$ cat src/rtl/boot_ctl_consts.vh
/*
  constants for the boot overlay and clock control block.
  assumes a 10 MHz core_clk; included by its bare name.
*/
`ifndef BOOT_CTL_CONSTS_VH
`define BOOT_CTL_CONSTS_VH
`define CORE_CLK_HZ          10000000
`define RESET_PULSE_US       100
`define RESET_PULSE_CYCLES   ((`RESET_PULSE_US * (`CORE_CLK_HZ / 1000000)))
`define CPU_DIV_FULL         4
`define CPU_DIV_PRESCALE     16
`define RESET_CNT_W          11
`define DIV_CNT_W            4
`define HOST_WIN_BASE        16'hFEF8
`define HOST_WIN_MASK        16'hFFF8
`define RESET_LAST           11'h3E7
`define PRE_LAST             4'hF
`define RESET_CNT_RST        11'h000
`define PRE_CNT_RST          4'h0
`define DIV_CNT_RST          2'h0
`define ADDR_BIT_RST         1'b0
`define RNW_RST              1'b1
`define VALID_RST            1'b0
`define CPU_CLK_RST          1'b0
`define RESET_N_RST          1'b0
`define BOOT_RST             1'b1
`define ROM_LOCK_RST         1'b0
`define ROM_SEL_N_RST        1'b0
`define CAS_EN_RST           1'b0
`define WIN_SEL_RST          1'b0
`endif

$ cat src/rtl/boot_overlay_clock_control.v
/*
  boot overlay and processor clock control: power-up reset pulse, boot flag,
  slowed clock in boot mode, rom/ram steering, host window decode.
  assumes core_clk stands in for the crystal, and cpu-side inputs arrive
  asynchronously to it, so they pass two flip-flops before use.
*/
// What this block does
// - processor clock derived from core clock by dividers
// - full-speed processor clock is core divided by four
// - power-up drives reset low, sets boot flag
// - boot flag enables prescaler, rom select, steering
// - boot mode clock runs one sixteenth speed
// - processor starts fetching from rom after reset
// - boot reads suppress column strobe, writes keep it
// - host window access clears boot flag
// - cleared flag deselects rom, full-speed clock
// - outside boot all addresses except the host window map to dram
// - rom never selected again after boot
`timescale 1ns/10ps
`include "boot_ctl_consts.vh"

module boot_overlay_clock_control (
  input  wire        core_clk,
  input  wire        srst,
  input  wire [15:0] cpu_addr,
  input  wire        cpu_rnw,
  input  wire        cpu_valid,
  output reg         cpu_clock_in,
  output reg         cpu_reset_n,
  output reg         boot_mode,
  output reg         rom_sel_n,
  output reg         dram_cas_en,
  output reg         host_win_sel
);

  // two-stage synchronisers for the cpu-side pins
  reg  [15:0]             addr_s1_reg;
  reg  [15:0]             addr_s2_reg;
  reg                     rnw_s1_reg;
  reg                     rnw_s2_reg;
  reg                     valid_s1_reg;
  reg                     valid_s2_reg;

  // reset pulse counter and next values of the flag outputs
  reg  [`RESET_CNT_W-1:0] rst_cnt_reg;
  reg  [`RESET_CNT_W-1:0] rst_cnt_next;
  reg                     cpu_reset_n_next;
  reg                     boot_mode_next;

  // prescaler and divide-by-four stage
  reg  [`DIV_CNT_W-1:0]   pre_cnt_reg;
  reg  [`DIV_CNT_W-1:0]   pre_cnt_next;
  reg  [1:0]              div_cnt_reg;
  reg  [1:0]              div_cnt_next;
  reg                     cpu_clock_next;

  // steering next values and the rom lock
  reg                     rom_lock_reg;
  reg                     rom_lock_next;
  reg                     rom_sel_n_next;
  reg                     dram_cas_next;
  reg                     host_win_next;

  // decode and enables
  wire                    pre_tick;
  wire                    div_en;
  wire                    win_match;
  wire                    win_hit;
  wire                    reset_done;

  // limitation: the address must settle before valid rises;
  // bits are synchronised one by one and could skew otherwise
  genvar                  bit_idx;
  generate
    for (bit_idx = 0; bit_idx < 16; bit_idx = bit_idx + 1) begin : addr_sync
      always @(posedge core_clk) begin
        if (srst) begin
          addr_s1_reg[bit_idx] <= `ADDR_BIT_RST;
          addr_s2_reg[bit_idx] <= `ADDR_BIT_RST;
        end else begin
          addr_s1_reg[bit_idx] <= cpu_addr[bit_idx];
          addr_s2_reg[bit_idx] <= addr_s1_reg[bit_idx];
        end
      end
    end
  endgenerate

  // read/write pin, two flops
  always @(posedge core_clk) begin
    if (srst) begin
      rnw_s1_reg <= `RNW_RST;
    end else begin
      rnw_s1_reg <= cpu_rnw;
    end
  end

  always @(posedge core_clk) begin
    if (srst) begin
      rnw_s2_reg <= `RNW_RST;
    end else begin
      rnw_s2_reg <= rnw_s1_reg;
    end
  end

  // valid pin, two flops; same latency as the address
  always @(posedge core_clk) begin
    if (srst) begin
      valid_s1_reg <= `VALID_RST;
    end else begin
      valid_s1_reg <= cpu_valid;
    end
  end

  always @(posedge core_clk) begin
    if (srst) begin
      valid_s2_reg <= `VALID_RST;
    end else begin
      valid_s2_reg <= valid_s1_reg;
    end
  end

  // host window decode on the synchronised address
  assign win_match  = ((addr_s2_reg & `HOST_WIN_MASK) == `HOST_WIN_BASE);
  assign win_hit    = valid_s2_reg && win_match;
  // counter parks at its last value once the pulse is over
  assign reset_done = (rst_cnt_reg == `RESET_LAST);

  // prescaler wraps once per sixteen core clocks
  assign pre_tick = (pre_cnt_reg == `PRE_LAST);
  // outside boot the divider steps on every clock
  assign div_en   = boot_mode ? pre_tick : 1'b1;

  // power-up pulse length count
  always @* begin
    rst_cnt_next = rst_cnt_reg;
    if (!reset_done) begin
      rst_cnt_next = rst_cnt_reg + 1'b1;
    end
  end

  always @* begin
    cpu_reset_n_next = cpu_reset_n;
    if (reset_done) begin
      cpu_reset_n_next = 1'b1;
    end
  end

  // only srst sets the flag, so boot is never re-entered
  always @* begin
    boot_mode_next = boot_mode;
    if (cpu_reset_n && win_hit) begin
      boot_mode_next = 1'b0;
    end
  end

  // counter, reset and flag registers
  always @(posedge core_clk) begin
    if (srst) begin
      rst_cnt_reg <= `RESET_CNT_RST;
    end else begin
      rst_cnt_reg <= rst_cnt_next;
    end
  end

  always @(posedge core_clk) begin
    if (srst) begin
      cpu_reset_n <= `RESET_N_RST;
    end else begin
      cpu_reset_n <= cpu_reset_n_next;
    end
  end

  always @(posedge core_clk) begin
    if (srst) begin
      boot_mode <= `BOOT_RST;
    end else begin
      boot_mode <= boot_mode_next;
    end
  end

  // prescaler held at zero outside boot, saving its toggles
  always @* begin
    pre_cnt_next = `PRE_CNT_RST;
    if (boot_mode && !pre_tick) begin
      pre_cnt_next = pre_cnt_reg + 1'b1;
    end
  end

  // divide-by-four stage; its top bit is the processor clock
  always @* begin
    div_cnt_next   = div_cnt_reg;
    cpu_clock_next = cpu_clock_in;
    if (div_en) begin
      div_cnt_next   = div_cnt_reg + 1'b1;
      cpu_clock_next = div_cnt_reg[1];
    end
  end

  // divider registers
  always @(posedge core_clk) begin
    if (srst) begin
      pre_cnt_reg <= `PRE_CNT_RST;
    end else begin
      pre_cnt_reg <= pre_cnt_next;
    end
  end

  always @(posedge core_clk) begin
    if (srst) begin
      div_cnt_reg <= `DIV_CNT_RST;
    end else begin
      div_cnt_reg <= div_cnt_next;
    end
  end

  always @(posedge core_clk) begin
    if (srst) begin
      cpu_clock_in <= `CPU_CLK_RST;
    end else begin
      cpu_clock_in <= cpu_clock_next;
    end
  end

  // second guard on the rom: once boot ends, only srst unlocks it
  always @* begin
    rom_lock_next = rom_lock_reg;
    if (!boot_mode) begin
      rom_lock_next = 1'b1;
    end
  end

  always @(posedge core_clk) begin
    if (srst) begin
      rom_lock_reg <= `ROM_LOCK_RST;
    end else begin
      rom_lock_reg <= rom_lock_next;
    end
  end

  // rom select follows the flag one clock later
  always @* begin
    rom_sel_n_next = 1'b1;
    if (boot_mode && !rom_lock_reg) begin
      rom_sel_n_next = 1'b0;
    end
  end

  // boot: reads come from rom, writes land in ram
  // after boot: every address is dram except the window
  always @* begin
    dram_cas_next = !win_hit;
    if (boot_mode) begin
      dram_cas_next = !rnw_s2_reg;
    end
  end

  // window select is a plain registered decode
  always @* begin
    host_win_next = win_hit;
  end

  // steering registers
  always @(posedge core_clk) begin
    if (srst) begin
      rom_sel_n <= `ROM_SEL_N_RST;
    end else begin
      rom_sel_n <= rom_sel_n_next;
    end
  end

  always @(posedge core_clk) begin
    if (srst) begin
      dram_cas_en <= `CAS_EN_RST;
    end else begin
      dram_cas_en <= dram_cas_next;
    end
  end

  always @(posedge core_clk) begin
    if (srst) begin
      host_win_sel <= `WIN_SEL_RST;
    end else begin
      host_win_sel <= host_win_next;
    end
  end

endmodule // boot_overlay_clock_control

$ cat config.mk
export PLATFORM = sky130hd
export DESIGN_NAME = boot_overlay_clock_control
export DESIGN_NICKNAME = d
export VERILOG_FILES = /design/src/rtl/boot_overlay_clock_control.v
export VERILOG_INCLUDE_DIRS = /design/src /design/src/rtl
export SDC_FILE = /design/constraint.sdc
export NUM_CORES = 1
export LEC_CHECK = 0
export ABC_AREA = 1
export BUFFER_PORTS_ARGS = -buffer_cell sky130_fd_sc_hd__buf_2
export CORE_ASPECT_RATIO = 0.8
export CORE_MARGIN = 2
export CORE_UTILIZATION = 43
export CTS_CLUSTER_SIZE = 24
export DETAILED_ROUTE_END_ITERATION = 8
export MAX_ROUTING_LAYER = met4
export SYNTH_ARGS = -nofsm -noshare
export SYNTH_HDL_FRONTEND = slang
export SYNTH_SLANG_ARGS = --single-unit
export TNS_END_PERCENT = 1
$ cat constraint.sdc
create_clock -name core_clk -period 1.6 [get_ports core_clk]
set_input_delay 0.24 -clock core_clk [delete_from_list [all_inputs] [get_ports core_clk]]
set_output_delay 0.24 -clock core_clk [all_outputs]
set_load 0.005 [all_outputs]
# [Yosys cells after proc, flatten, opt, wreduce, memory -nomap -nowiden]
# Index checks and enable logic that the tools add are counted.
# Widths: inputs -> output; s select.
[word_totals] register_bits=54 input_bits=20 out_inout_bits=6
[classes] addsub=3 n_eq_ne=3 n_mux=3 n_bitwise=1 reduce_logical=9
[op_table] operator="$eq 13x13->1 const B" count=1
[op_table] operator="$add 11x1->11 const B" count=1
[op_table] operator="$eq 11x10->1 const B" count=1
[op_table] operator="$add 4x1->4 const B" count=1
[op_table] operator="$eq 4x4->1 const B" count=1
[op_table] operator="$logic_and 1x1->1" count=4
[op_table] operator="$logic_not 1->1" count=4
[op_table] operator="$mux 1" count=3
[op_table] operator="$add 2x1->2 const B" count=1
[op_table] operator="$reduce_or 2->1" count=1
[op_table] operator="$not 1->1" count=1

# [Depth between registers and ports, before layout]
# Gate-level depths: netlist of run 1.
[depth] ltp_word=5 mapped_depth=7 mapped_depth_nobuf=7

# [Least setup slack after synthesis of run 1]
# Ideal clock, no wire load.
[synth_path] kind="register -> register" start="register rst_cnt_reg[0]" end="register rst_cnt_reg[0]" t_arrival_ns=1.061 required_time_ns=1.487 slack_ns=0.426 stages_incl_launch_ff=7 synth_period_minus_slack_ns=1.174 cell_sequence="dfxtp_1 > ha_1 > nand2_1 > nor2_4 > nand3_4 > nor2_1 > nor2_1"
[synth_between] elab_chain_len=1 word_cells_on_any_way=2
[synth_rtl] item="start: declaration" line_no="boot_overlay_clock_control.v:45" text="reg [`RESET_CNT_W-1:0] rst_cnt_reg;"
[synth_rtl] item="start signal: assignment" line_no="boot_overlay_clock_control.v:159" text="rst_cnt_reg <= `RESET_CNT_RST;"
[synth_rtl] item="start signal: assignment" line_no="boot_overlay_clock_control.v:161" text="rst_cnt_reg <= rst_cnt_next;"
[synth_rtl] item="$add 11x1->11 / $eq 11x10->1 (equally long branches)"
# Parallel ways exist; a longest one is shown, timed or not.
# A chain may end at the register's enable or synchronous reset.

# [Final worst setup path of run 1]
[layout_path] start="register rst_cnt_reg[0]" end="register rst_cnt_reg[1]"
# Same word-level chain as after synthesis.

==> results of run 1 <==
## synthesized netlist by cell type
master | number | area share (%)
sky130_fd_sc_hd__nand3_2 | 1 | 0.52
sky130_fd_sc_hd__or2_1 | 2 | 0.65
sky130_fd_sc_hd__nand2_2 | 2 | 0.65
sky130_fd_sc_hd__nand3_1 | 9 | 2.4
sky130_fd_sc_hd__a21oi_1 | 9 | 2.4
sky130_fd_sc_hd__nor2_2 | 1 | 0.33
sky130_fd_sc_hd__nor2_4 | 3 | 1.8
sky130_fd_sc_hd__nand3_4 | 1 | 0.91
sky130_fd_sc_hd__dfxtp_1 | 54 | 56
sky130_fd_sc_hd__nor3_1 | 1 | 0.26
sky130_fd_sc_hd__a21oi_2 | 1 | 0.46
sky130_fd_sc_hd__xnor2_1 | 2 | 0.91
sky130_fd_sc_hd__inv_1 | 43 | 8.4
sky130_fd_sc_hd__nand2_1 | 32 | 6.3
sky130_fd_sc_hd__nand3b_1 | 1 | 0.39
sky130_fd_sc_hd__o21ai_1 | 7 | 1.8
sky130_fd_sc_hd__nand3b_2 | 1 | 0.59
sky130_fd_sc_hd__inv_2 | 3 | 0.59
sky130_fd_sc_hd__nand4_1 | 2 | 0.65
sky130_fd_sc_hd__nor2_1 | 51 | 10
sky130_fd_sc_hd__xor2_1 | 2 | 0.91
sky130_fd_sc_hd__clkbuf_1 | 2 | 0.39
sky130_fd_sc_hd__buf_2 | 3 | 0.78
sky130_fd_sc_hd__o21ai_0 | 1 | 0.26
sky130_fd_sc_hd__ha_1 | 2 | 1.3
## cell type report
cell class / instances / area [um^2] / share of cell area (%)
Sequential cell: 54 / 1080 / 49.8
Multi-Input combinational cell: 131 / 639 / 29.4
Clock inverter: 2 / 13.8 / 0.634
Timing Repair Buffer: 24 / 125 / 5.76
Clock buffer: 5 / 68.8 / 3.17
Tap cell: 57 / 71.3 / 3.28
Inverter: 46 / 173 / 7.95
## worst paths after layout
path / cells after the start / from / slack, ns / endpoint
max: 7 / rst_cnt_reg[0]$_SDFFE_PP0P_ / 0.27 / rst_cnt_reg[1]$_SDFFE_PP0P_
min: 2 / cpu_rnw / 0.13 / rnw_s1_reg$_SDFF_PP1_
max reg2reg: 7 / rst_cnt_reg[0]$_SDFFE_PP0P_ / 0.27 / rst_cnt_reg[1]$_SDFFE_PP0P_
min reg2reg: 2 / addr_s1_reg[3]$_SDFF_PP0_ / 0.40 / addr_s2_reg[3]$_SDFF_PP0_
## report_power, final
group	leakage, nW	switching (mW)	internal (mW)
Clock	0.0444	0.422	0.303
Sequential	0.443	0.0205	1.39
Combinational	0.504	0.0598	0.0496
## cell families after synthesis
group	after synthesis	synth area share, %
buffers and inverters	51	10.2
xor gates and xnor gates	4	1.83
adders and majority gates	2	1.31
and+or+nand+nor	107	25.3
DFF	54	56.4
AOI/OAI and AO/OA	18	4.90
## metal layers
layer / part of all wire [%] / global-route usage (%)
met4: 1.7 / 6.58
met2: 38 / 19.9
met3: 4.5 / 4.30
met1: 55 / 16.2
met5: 0 / -
## per-stage QoR
step,setup slack (ns),hold WS [ns],area [um^2]
after detailed placement,0.268,0.392,2090
final,0.273,0.125,2170
after global placement,0.304,0.389,2090
after floorplan,0.426,0.337,1920
after global routing,0.0804,0.110,2170
after CTS,0.255,0.114,2170
==> flow_results.xml, run 1 <==
<?xml version="1.0" encoding="UTF-8"?>
<metrics>
  <group name="setup_path">
    <metric name="crit_required" unit="ns">1.84</metric>
    <metric name="critPathMostFrequentCell" unit="">sky130_fd_sc_hd__nand2_1</metric>
    <metric name="cells_along_the_critical_path" unit="">ha_1 -&gt; nand2_1 -&gt; nor2_4 -&gt; nand3_4 -&gt; nand2_1 -&gt; nand2_1 -&gt; nor2_1</metric>
    <metric name="criticalPathCategory" unit="">flip-flop to flip-flop</metric>
    <metric name="timing.critical_path.slowest_stage_cell" unit="">sky130_fd_sc_hd__dfxtp_1</metric>
    <metric name="crit_family" unit="">simple AND/OR/NAND/NOR gates</metric>
    <metric name="data_arrival_time_of_the_critical_path" unit="ns">1.57</metric>
    <metric name="critical-path-max-stage-delay" unit="ns">0.40</metric>
    <metric name="critical_path_peak_fanout" unit="">5</metric>
    <metric name="kind_of_launch_point_of_the_worst_setup_path" unit="">flip-flop</metric>
    <metric name="critical_path_buf_inv_count" unit="">0</metric>
    <metric name="worst_setup_path_end_kind" unit="">flip-flop</metric>
  </group>
  <group name="synth">
    <metric name="yosysWarningCount" unit="">0</metric>
    <metric name="syn-num-nets" unit="">258</metric>
    <metric name="synth_unique_cells" unit="">25</metric>
    <metric name="synth_instances" unit="">236</metric>
    <metric name="mean_post_synth_cell_area" unit="um^2">8.12</metric>
    <metric name="ys_ff_latch" unit="">54</metric>
    <metric name="syn_area" unit="mm^2">0.00192</metric>
    <metric name="yosysSeqAreaShare" unit="%">56.4</metric>
  </group>
  <group name="placed_design">
    <metric name="dp_cells" unit="">312</metric>
    <metric name="dpl.hpwl" unit="um">1880</metric>
    <metric name="io_buffers" unit="">22</metric>
    <metric name="routabilityCongestion" unit="">0.762</metric>
  </group>
  <group name="route">
    <metric name="remaining_drc_errors" unit="">0</metric>
    <metric name="drt_iter0_drc" unit="">37</metric>
    <metric name="routed-via-count" unit="">1344</metric>
    <metric name="antenna_violation_net_count_after_detailed_routing" unit="">0</metric>
    <metric name="detail_route.wl_per_cell" unit="um">8.45</metric>
    <metric name="firstDrtPassIters" unit="">4</metric>
    <metric name="vias_per_cell" unit="">4.21</metric>
    <metric name="routed_wl" unit="um">2700</metric>
  </group>
  <group name="final_layout">
    <metric name="flow.area_growth_from_synthesis" unit="%">13.4</metric>
    <metric name="utilization" unit="%">51.3</metric>
    <metric name="antenna-diode-count" unit="">0</metric>
    <metric name="mostFrequentLayoutCells" unit="">54 x sky130_fd_sc_hd__dfxtp_1, 51 x sky130_fd_sc_hd__nor2_1, 43 x sky130_fd_sc_hd__inv_1, 32 x sky130_fd_sc_hd__nand2_1, 22 x sky130_fd_sc_hd__buf_2</metric>
    <metric name="finalNonFillerCells" unit="">319</metric>
    <metric name="finalNetCount" unit="">284</metric>
    <metric name="final_common_cell" unit="">sky130_fd_sc_hd__dfxtp_1</metric>
    <metric name="final_layout_size_suffix_gt1_share" unit="%">16.8</metric>
    <metric name="fillCellCount" unit="">418</metric>
  </group>
  <group name="clock_network">
    <metric name="clock_input_transition_at_the_sequential_cells_of_the_worst_setup_and_hold_paths" unit="ns">0.09</metric>
    <metric name="cts.sink_count" unit="">54</metric>
    <metric name="ctsHoldBuffers" unit="">0</metric>
    <metric name="cts_setup_buffers" unit="">0</metric>
    <metric name="clockBufferDepth" unit="">2</metric>
    <metric name="cts_tree" unit="">yes</metric>
    <metric name="cts.root.buffer_cell" unit="">sky130_fd_sc_hd__clkbuf_8</metric>
    <metric name="cts_repair_resize_count" unit="">0</metric>
    <metric name="ctsHtreeMaxLevel" unit="">2</metric>
    <metric name="clock_insertion_delay_worst_skew" unit="ns">0.30</metric>
    <metric name="total_clock_buffers_created_by_cts" unit="">5</metric>
  </group>
  <group name="sta">
    <metric name="fmax" unit="MHz">753</metric>
    <metric name="worst_clock_skew" unit="ns">0.00697</metric>
    <metric name="slew_violations" unit="">0</metric>
    <metric name="grt_setup_unrepaired" unit="">no</metric>
    <metric name="min_period" unit="ns">1.33</metric>
    <metric name="setup_total_neg_slack" unit="ns">0</metric>
    <metric name="slew_headroom" unit="%">82.4</metric>
    <metric name="worst_slew_pin_slew" unit="ns">0.263</metric>
    <metric name="setup_viol" unit="">0</metric>
    <metric name="final_cycle_utilization_of_the_critical_path" unit="%">83.0</metric>
    <metric name="finalHoldViolations" unit="">0</metric>
  </group>
  <group name="power_and_ir_drop">
    <metric name="p_leak" unit="nW">0.991</metric>
    <metric name="max-vdd-ir-drop" unit="uV">695</metric>
    <metric name="power.density_cell_area" unit="mW/mm^2">1030</metric>
    <metric name="report.power.total" unit="mW">2.25</metric>
  </group>
  <group name="floorplanning">
    <metric name="floorplan.die_area" unit="mm^2">0.00501</metric>
    <metric name="placeableCoreArea" unit="mm^2">0.00423</metric>
    <metric name="die_h" unit="um">63.7</metric>
    <metric name="rows" unit="">21</metric>
    <metric name="die_width" unit="um">78.6</metric>
    <metric name="floorplan.initialDensity" unit="%">45.3</metric>
    <metric name="num_io_pins" unit="">26</metric>
  </group>
  <group name="global_routing">
    <metric name="overall_track_demand_over_capacity_in_global_routing" unit="%">13.3</metric>
    <metric name="grt_pass1_vias" unit="">1202</metric>
    <metric name="grt_overflow" unit="">0</metric>
    <metric name="grt_first_pass_wirelength" unit="um">5000</metric>
    <metric name="number_of_antenna_violations_at_the_first_check_in_global_routing" unit="">0</metric>
    <metric name="grt_max_degree" unit="">17</metric>
  </group>
  <group name="hold_path">
    <metric name="hp-class" unit="">primary input to flip-flop</metric>
  </group>
  <group name="status">
    <metric name="status" unit="">completed</metric>
  </group>
  <group name="flow_run">
    <metric name="maxCapViolCount" unit="">0</metric>
  </group>
</metrics>
No activity file was read; power rests on OpenSTA's default activity.
==> run 2: changes to the inputs <==
--- a/config.mk
+++ b/config.mk
@@ -6,7 +6,7 @@
 export SDC_FILE = /design/constraint.sdc
 export NUM_CORES = 1
 export LEC_CHECK = 0
-export ABC_AREA = 1
+export ABC_AREA = 0
 export BUFFER_PORTS_ARGS = -buffer_cell sky130_fd_sc_hd__buf_2
 export CORE_ASPECT_RATIO = 0.8
 export CORE_MARGIN = 2
==> constraint.sdc (replaced) <==
create_clock -name core_clk -period 1.35 [get_ports core_clk]
set_input_delay 0.2025 -clock core_clk [delete_from_list [all_inputs] [get_ports core_clk]]
set_output_delay 0.2025 -clock core_clk [all_outputs]
set_load 0.005 [all_outputs]
==> flow_results.xml, run 2 <==
<?xml version="1.0" encoding="UTF-8"?>
<metrics>
  <group name="status">
    <metric name="status" unit="">completed</metric>
  </group>
  <group name="route">
    <metric name="antenna_violation_net_count_after_detailed_routing" unit="">0</metric>
    <metric name="detail_route.wl_per_cell" unit="um">11.7</metric>
    <metric name="routed-via-count" unit="">1251</metric>
    <metric name="routed_wl" unit="um">3020</metric>
    <metric name="drt_iter0_drc" unit="">33</metric>
    <metric name="vias_per_cell" unit="">4.85</metric>
    <metric name="remaining_drc_errors" unit="">0</metric>
    <metric name="firstDrtPassIters" unit="">4</metric>
  </group>
  <group name="global_routing">
    <metric name="grt_pass1_vias" unit="">1234</metric>
    <metric name="overall_track_demand_over_capacity_in_global_routing" unit="%">14.9</metric>
    <metric name="grt_max_degree" unit="">27</metric>
    <metric name="grt_overflow" unit="">0</metric>
    <metric name="grt_first_pass_wirelength" unit="um">5410</metric>
    <metric name="number_of_antenna_violations_at_the_first_check_in_global_routing" unit="">0</metric>
  </group>
  <group name="synth">
    <metric name="synth_top_family_by_area" unit="">simple AND/OR/NAND/NOR gates</metric>
    <metric name="synthXorXnorAreaFrac" unit="%">1.44</metric>
    <metric name="synth.top_cells.by_count" unit="">54 x sky130_fd_sc_hd__dfxtp_1, 30 x sky130_fd_sc_hd__nor2b_1, 11 x sky130_fd_sc_hd__a21oi_1, 10 x sky130_fd_sc_hd__nor2_1</metric>
    <metric name="asyncSetResetFlopFracSynth" unit="%">0</metric>
    <metric name="synth_compound_gate_area_share" unit="%">8.85</metric>
    <metric name="ys_dominant_reg_cell" unit="">sky130_fd_sc_hd__dfxtp_1</metric>
    <metric name="yosysWarningCount" unit="">0</metric>
    <metric name="yosys.area_share.simple" unit="%">24.9</metric>
    <metric name="mean_post_synth_cell_area" unit="um^2">10.7</metric>
    <metric name="synth_edf_count" unit="">0</metric>
    <metric name="syn_area" unit="mm^2">0.00182</metric>
    <metric name="netlist_top_cells_area" unit="">sky130_fd_sc_hd__dfxtp_1 59%, sky130_fd_sc_hd__nor2b_1 10%, sky130_fd_sc_hd__a21oi_1 3.0%</metric>
    <metric name="yosys.area.top_type_share" unit="%">59.3</metric>
    <metric name="synth_instances" unit="">171</metric>
    <metric name="post_synth_mux_area_share" unit="%">1.78</metric>
    <metric name="synth_most_common_cell" unit="">sky130_fd_sc_hd__dfxtp_1</metric>
    <metric name="synth_fa_ha_area_share" unit="%">1.37</metric>
    <metric name="synth_unique_cells" unit="">33</metric>
    <metric name="yosysSeqAreaShare" unit="%">59.3</metric>
    <metric name="ys_ff_latch" unit="">54</metric>
    <metric name="syn-num-nets" unit="">193</metric>
    <metric name="synth_top_area_cell" unit="">sky130_fd_sc_hd__dfxtp_1</metric>
  </group>
  <group name="sta">
    <metric name="fmax" unit="MHz">754</metric>
    <metric name="worst_slew_pin_slew" unit="ns">0.462</metric>
    <metric name="slew_headroom" unit="%">69.2</metric>
    <metric name="worst_clock_skew" unit="ns">0.00510</metric>
    <metric name="final_cycle_utilization_of_the_critical_path" unit="%">98.2</metric>
    <metric name="grt_setup_unrepaired" unit="">yes</metric>
    <metric name="setup_viol" unit="">0</metric>
    <metric name="finalHoldViolations" unit="">0</metric>
    <metric name="slew_violations" unit="">0</metric>
    <metric name="min_period" unit="ns">1.33</metric>
  </group>
  <group name="placed_design">
    <metric name="io_buffers" unit="">22</metric>
    <metric name="dpl.hpwl" unit="um">2090</metric>
    <metric name="dp_cells" unit="">251</metric>
    <metric name="routabilityCongestion" unit="">0.780</metric>
  </group>
  <group name="setup_path">
    <metric name="worst_setup_path_end_kind" unit="">flip-flop</metric>
    <metric name="crit_required" unit="ns">1.58</metric>
    <metric name="critical_path_buf_inv_count" unit="">0</metric>
    <metric name="crit_family" unit="">simple AND/OR/NAND/NOR gates</metric>
    <metric name="data_arrival_time_of_the_critical_path" unit="ns">1.56</metric>
    <metric name="kind_of_launch_point_of_the_worst_setup_path" unit="">flip-flop</metric>
    <metric name="cells_along_the_critical_path" unit="">ha_4 -&gt; nand3_2 -&gt; or4_4 -&gt; a21oi_2</metric>
    <metric name="critical-path-max-stage-delay" unit="ns">0.50</metric>
    <metric name="criticalPathCategory" unit="">flip-flop to flip-flop</metric>
    <metric name="timing.critical_path.slowest_stage_cell" unit="">sky130_fd_sc_hd__or4_4</metric>
    <metric name="critical_path_peak_fanout" unit="">3</metric>
  </group>
  <group name="final_layout">
    <metric name="multiInputGateArea" unit="um^2">766</metric>
    <metric name="finalNetCount" unit="">223</metric>
    <metric name="final_common_cell" unit="">sky130_fd_sc_hd__dfxtp_1</metric>
    <metric name="fillCellCount" unit="">395</metric>
    <metric name="antenna-diode-count" unit="">0</metric>
    <metric name="final-seq-area" unit="mm^2">0.00110</metric>
    <metric name="finalNonFillerCells" unit="">258</metric>
    <metric name="final_layout_size_suffix_gt1_share" unit="%">32.8</metric>
    <metric name="mostFrequentLayoutCells" unit="">44 x sky130_fd_sc_hd__dfxtp_1, 30 x sky130_fd_sc_hd__nor2b_1, 22 x sky130_fd_sc_hd__buf_2, 10 x sky130_fd_sc_hd__nor2_1</metric>
    <metric name="utilization" unit="%">53.4</metric>
    <metric name="flow.area_growth_from_synthesis" unit="%">20.8</metric>
  </group>
  <group name="floorplanning">
    <metric name="die_width" unit="um">76.8</metric>
    <metric name="floorplan.initialDensity" unit="%">44.2</metric>
    <metric name="num_io_pins" unit="">26</metric>
    <metric name="die_h" unit="um">62.2</metric>
    <metric name="placeableCoreArea" unit="mm^2">0.00413</metric>
    <metric name="floorplan.die_area" unit="mm^2">0.00478</metric>
    <metric name="rows" unit="">21</metric>
  </group>
  <group name="power_and_ir_drop">
    <metric name="power.density_cell_area" unit="mW/mm^2">1200</metric>
    <metric name="max-vdd-ir-drop" unit="uV">1070</metric>
    <metric name="p_leak" unit="nW">0.860</metric>
  </group>
  <group name="clock_network">
    <metric name="ctsHtreeMaxLevel" unit="">2</metric>
    <metric name="clock_insertion_delay_worst_skew" unit="ns">0.30</metric>
    <metric name="total_clock_buffers_created_by_cts" unit="">5</metric>
    <metric name="cts_tree" unit="">yes</metric>
    <metric name="clock_input_transition_at_the_sequential_cells_of_the_worst_setup_and_hold_paths" unit="ns">0.09</metric>
    <metric name="cts.sink_count" unit="">54</metric>
    <metric name="ctsHoldBuffers" unit="">0</metric>
    <metric name="cts.root.buffer_cell" unit="">sky130_fd_sc_hd__clkbuf_8</metric>
    <metric name="clockBufferDepth" unit="">2</metric>
    <metric name="cts_setup_buffers" unit="">0</metric>
  </group>
  <group name="hold_path">
    <metric name="hp-class" unit="">primary input to flip-flop</metric>
  </group>
  <group name="flow_run">
    <metric name="maxCapViolCount" unit="">0</metric>
  </group>
</metrics>
[run 2: layer usage]
metal  share of wire, %  track usage, %
met3                4.4            5.38
met1                 46            16.9
met4                2.1            6.59
met5                  0               -
met2                 48            23.9
[run 2: worst paths after layout]
check / cells past startpoint / slack, ns / to / from
hold reg to reg: 1 / 0.43 / pre_cnt_reg[0]$_SDFF_PP0_ / pre_cnt_reg[0]$_SDFF_PP0_
setup reg to reg: 4 / 0.02 / rst_cnt_reg[10]$_SDFFE_PP0P_ / rst_cnt_reg[1]$_SDFFE_PP0P_
hold / removal: 2 / 0.08 / rnw_s1_reg$_SDFF_PP1_ / cpu_rnw
setup / recovery: 4 / 0.02 / rst_cnt_reg[10]$_SDFFE_PP0P_ / rst_cnt_reg[1]$_SDFFE_PP0P_
[run 2: final cells by class]
cell class / count / share of cell area (%)
clock buffers: 6 / 3.30
repair buffers: 31 / 8.07
inverters: 3 / 0.511
well taps: 57 / 3.24
multi-input cells: 106 / 34.8
clock inverters: 1 / 0.341
flip-flops and latches: 54 / 49.8
[run 2: cells by family (layout without fill, tap and decap cells)]
logic type / after synthesis / in the layout
buffers and inverters: 11 / 41
muxes: 3 / 3
DFF: 54 / 54
AOI/OAI and AO/OA: 25 / 25
adders and majority gates: 2 / 2
xor gates and xnor gates: 3 / 3
and+or+nand+nor: 73 / 73
[run 2: stage by stage]
stage | hold slack (ns) | area [um^2] | setup WS (ns) | TNS, ns | total power [mW]
after global placement | 0.389 | 2060 | 0.0250 | 0 | 1.83
after CTS | 0.0793 | 2160 | 0.0266 | 0 | 2.68
final | 0.0829 | 2200 | 0.0244 | 0 | 2.64
after detailed placement | 0.389 | 2060 | 0.00626 | 0 | 1.85
after global routing | 0.0871 | 2200 | -0.0266 | -0.0484 | 2.78
after floorplan | 0.306 | 1840 | -0.0183 | -0.0183 | 1.79
[run 2: repair_timing]
action                                  4_1_cts  5_1_grt
gates cloned                                  0        0
pin swaps                                     1        1
gates resized for setup                       7       15
endpoints found under the setup margin        8        8
[run 2: power by group]
part / total [mW] / switching, mW / leakage [nW] / internal (mW)
clock: 0.828 / 0.472 / 0.0373 / 0.356
combinational: 0.141 / 0.0630 / 0.375 / 0.0784
sequential: 1.67 / 0.0240 / 0.448 / 1.65
total: 2.64 / 0.559 / 0.860 / 2.08
==> run 3: changes to the inputs <==
--- a/config.mk
+++ b/config.mk
@@ -13,7 +13,6 @@
 export CORE_UTILIZATION = 43
 export CTS_CLUSTER_SIZE = 24
 export DETAILED_ROUTE_END_ITERATION = 8
-export MAX_ROUTING_LAYER = met4
 export SYNTH_ARGS = -nofsm -noshare
 export SYNTH_HDL_FRONTEND = slang
 export SYNTH_SLANG_ARGS = --single-unit
==> flow_results.xml, run 3 (synthesized netlist as in run 2, its figures left out) <==
<?xml version="1.0" encoding="UTF-8"?>
<metrics>
  <group name="status">
    <metric name="status" unit="">completed</metric>
  </group>
  <group name="setup_path">
    <metric name="worst_r2r_endpoint" unit="">rst_cnt_reg[10]$_SDFFE_PP0P_</metric>
    <metric name="kind_of_launch_point_of_the_worst_setup_path" unit="">flip-flop</metric>
    <metric name="cp.depth" unit="">4</metric>
    <metric name="cells_along_the_critical_path" unit="">ha_4 -&gt; nand3_2 -&gt; or4_4 -&gt; a21oi_2</metric>
    <metric name="crit_family" unit="">simple AND/OR/NAND/NOR gates</metric>
    <metric name="crit_end" unit="">rst_cnt_reg[10]$_SDFFE_PP0P_</metric>
    <metric name="crit_start" unit="">rst_cnt_reg[1]$_SDFFE_PP0P_</metric>
    <metric name="critical_path_peak_fanout" unit="">3</metric>
    <metric name="critical_path.reg2reg.startpoint" unit="">rst_cnt_reg[1]$_SDFFE_PP0P_</metric>
    <metric name="criticalPathCategory" unit="">flip-flop to flip-flop</metric>
    <metric name="reg2reg_setup_slack" unit="ns">0.02</metric>
    <metric name="rr_worst_depth" unit="">4</metric>
    <metric name="timing.critical_path.slowest_stage_cell" unit="">sky130_fd_sc_hd__or4_4</metric>
    <metric name="critical-path-max-stage-delay" unit="ns">0.50</metric>
    <metric name="worst_setup_path_end_kind" unit="">flip-flop</metric>
    <metric name="crit_required" unit="ns">1.58</metric>
    <metric name="data_arrival_time_of_the_critical_path" unit="ns">1.56</metric>
    <metric name="critical_path_buf_inv_count" unit="">0</metric>
  </group>
  <group name="route">
    <metric name="detail_route.wl_per_cell" unit="um">11.7</metric>
    <metric name="vias_per_cell" unit="">4.84</metric>
    <metric name="detailroute.wirelength.met3" unit="um">133</metric>
    <metric name="dr_wl_met2" unit="um">1440</metric>
    <metric name="firstDrtPassIters" unit="">4</metric>
    <metric name="antenna_violation_net_count_after_detailed_routing" unit="">0</metric>
    <metric name="drt_iter0_drc" unit="">33</metric>
    <metric name="met1Wirelength" unit="um">1390</metric>
    <metric name="routed-via-count" unit="">1250</metric>
    <metric name="remaining_drc_errors" unit="">0</metric>
    <metric name="highest_layer" unit="">met4</metric>
    <metric name="routed_wl" unit="um">3020</metric>
  </group>
  <group name="final_layout">
    <metric name="antenna-diode-count" unit="">0</metric>
    <metric name="finalNonFillerCells" unit="">258</metric>
    <metric name="utilization" unit="%">53.4</metric>
    <metric name="flow.area_growth_from_synthesis" unit="%">20.8</metric>
    <metric name="final_common_cell" unit="">sky130_fd_sc_hd__dfxtp_1</metric>
    <metric name="final_layout_size_suffix_gt1_share" unit="%">32.8</metric>
    <metric name="mostFrequentLayoutCells" unit="">44 x sky130_fd_sc_hd__dfxtp_1, 30 x sky130_fd_sc_hd__nor2b_1, 22 x sky130_fd_sc_hd__buf_2, 10 x sky130_fd_sc_hd__nor2_1</metric>
    <metric name="finalNetCount" unit="">223</metric>
  </group>
  <group name="flow_run">
    <metric name="maxCapViolCount" unit="">0</metric>
  </group>
  <group name="clock_network">
    <metric name="ctsHtreeMaxLevel" unit="">2</metric>
    <metric name="clock_insertion_delay_worst_skew" unit="ns">0.30</metric>
    <metric name="total_clock_buffers_created_by_cts" unit="">5</metric>
    <metric name="cts.root.buffer_cell" unit="">sky130_fd_sc_hd__clkbuf_8</metric>
    <metric name="cts_setup_buffers" unit="">0</metric>
    <metric name="ctsHoldBuffers" unit="">0</metric>
    <metric name="cts_tree" unit="">yes</metric>
    <metric name="clock_input_transition_at_the_sequential_cells_of_the_worst_setup_and_hold_paths" unit="ns">0.09</metric>
    <metric name="clockBufferDepth" unit="">2</metric>
    <metric name="cts.sink_count" unit="">54</metric>
  </group>
  <group name="power_and_ir_drop">
    <metric name="power.density_cell_area" unit="mW/mm^2">1200</metric>
    <metric name="p_leak" unit="nW">0.860</metric>
    <metric name="max-vdd-ir-drop" unit="uV">1070</metric>
  </group>
  <group name="floorplanning">
    <metric name="floorplan.die_area" unit="mm^2">0.00478</metric>
    <metric name="floorplan.initialDensity" unit="%">44.2</metric>
    <metric name="num_io_pins" unit="">26</metric>
    <metric name="die_h" unit="um">62.2</metric>
    <metric name="die_width" unit="um">76.8</metric>
    <metric name="rows" unit="">21</metric>
    <metric name="placeableCoreArea" unit="mm^2">0.00413</metric>
  </group>
  <group name="global_routing">
    <metric name="overall_track_demand_over_capacity_in_global_routing" unit="%">14.6</metric>
    <metric name="grt_max_degree" unit="">27</metric>
    <metric name="grt_overflow" unit="">0</metric>
    <metric name="grt_first_pass_wirelength" unit="um">5420</metric>
    <metric name="number_of_antenna_violations_at_the_first_check_in_global_routing" unit="">0</metric>
    <metric name="grt_pass1_vias" unit="">1230</metric>
  </group>
  <group name="placed_design">
    <metric name="io_buffers" unit="">22</metric>
    <metric name="routabilityCongestion" unit="">0.769</metric>
    <metric name="dpl.hpwl" unit="um">2090</metric>
    <metric name="dp_cells" unit="">251</metric>
  </group>
  <group name="sta">
    <metric name="worst_clock_skew" unit="ns">0.00510</metric>
    <metric name="slew_headroom" unit="%">69.2</metric>
    <metric name="grt_setup_unrepaired" unit="">yes</metric>
    <metric name="slew_violations" unit="">0</metric>
    <metric name="worst_slew_pin_slew" unit="ns">0.462</metric>
    <metric name="final_cycle_utilization_of_the_critical_path" unit="%">98.2</metric>
    <metric name="setup_viol" unit="">0</metric>
    <metric name="finalHoldViolations" unit="">0</metric>
    <metric name="fmax" unit="MHz">754</metric>
    <metric name="min_period" unit="ns">1.33</metric>
  </group>
  <group name="hold_path">
    <metric name="hp-class" unit="">primary input to flip-flop</metric>
  </group>
</metrics>
run 3: final cells by class:
| type | instances | area (um^2) |
|---|---|---|
| Clock buffer | 6 | 72.6 |
| Clock inverter | 1 | 7.51 |
| Sequential cell | 54 | 1100 |
| Timing Repair Buffer | 31 | 178 |
| Fill cell | 395 | 1920 |
| Multi-Input combinational cell | 106 | 766 |
| Inverter | 3 | 11.3 |
| Tap cell | 57 | 71.3 |
run 3: metrics by stage:
| step | setup TNS (ns) | worst slack [ns] | cell area (um^2) | hold WS [ns] | power [mW] |
|---|---|---|---|---|---|
| floorplan | -0.0183 | -0.0183 | 1840 | 0.306 | 1.79 |
| global placement | 0 | 0.0250 | 2060 | 0.389 | 1.83 |
| global route | -0.0484 | -0.0266 | 2200 | 0.0871 | 2.78 |
| finish | 0 | 0.0244 | 2200 | 0.0829 | 2.64 |
| CTS | 0 | 0.0266 | 2160 | 0.0793 | 2.68 |
| detailed placement | 0 | 0.00626 | 2060 | 0.389 | 1.85 |
run 3: worst min-delay path by stage:
| stage | depth (start not counted) | start | endpoint | slack (ns) |
|---|---|---|---|---|
| floorplan | 1 | cpu_rnw | rnw_s1_reg$_SDFF_PP1_ | 0.31 |
| global placement | 2 | cpu_rnw | rnw_s1_reg$_SDFF_PP1_ | 0.39 |
| detailed placement | 2 | cpu_rnw | rnw_s1_reg$_SDFF_PP1_ | 0.39 |
| CTS | 2 | cpu_rnw | rnw_s1_reg$_SDFF_PP1_ | 0.08 |
| global route | 2 | cpu_rnw | rnw_s1_reg$_SDFF_PP1_ | 0.09 |
| finish | 2 | cpu_rnw | rnw_s1_reg$_SDFF_PP1_ | 0.08 |
run 3: timing repair:
item                                   CTS  global route
endpoints found under the hold margin    0             0
gates resized for setup                  7            15
pin swaps                                1             1
cloned                                   0             0
setup endpoints to repair                8             8
run 3: routing by layer:
layer | track usage (%) | vias to the layer above
li1 | - | 637
met1 | 17.1 | 583
met2 | 23.8 | 24
met3 | 5.38 | 6
met4 | 6.59 | 0
met5 | 0 | -
run 3: power by group:
| group | internal, mW | leakage, nW | switching (mW) |
|---|---|---|---|
| combinational | 0.0784 | 0.375 | 0.0630 |
| sequential | 1.65 | 0.448 | 0.0240 |
| clock | 0.356 | 0.0373 | 0.472 |
| total | 2.08 | 0.860 | 0.559 |
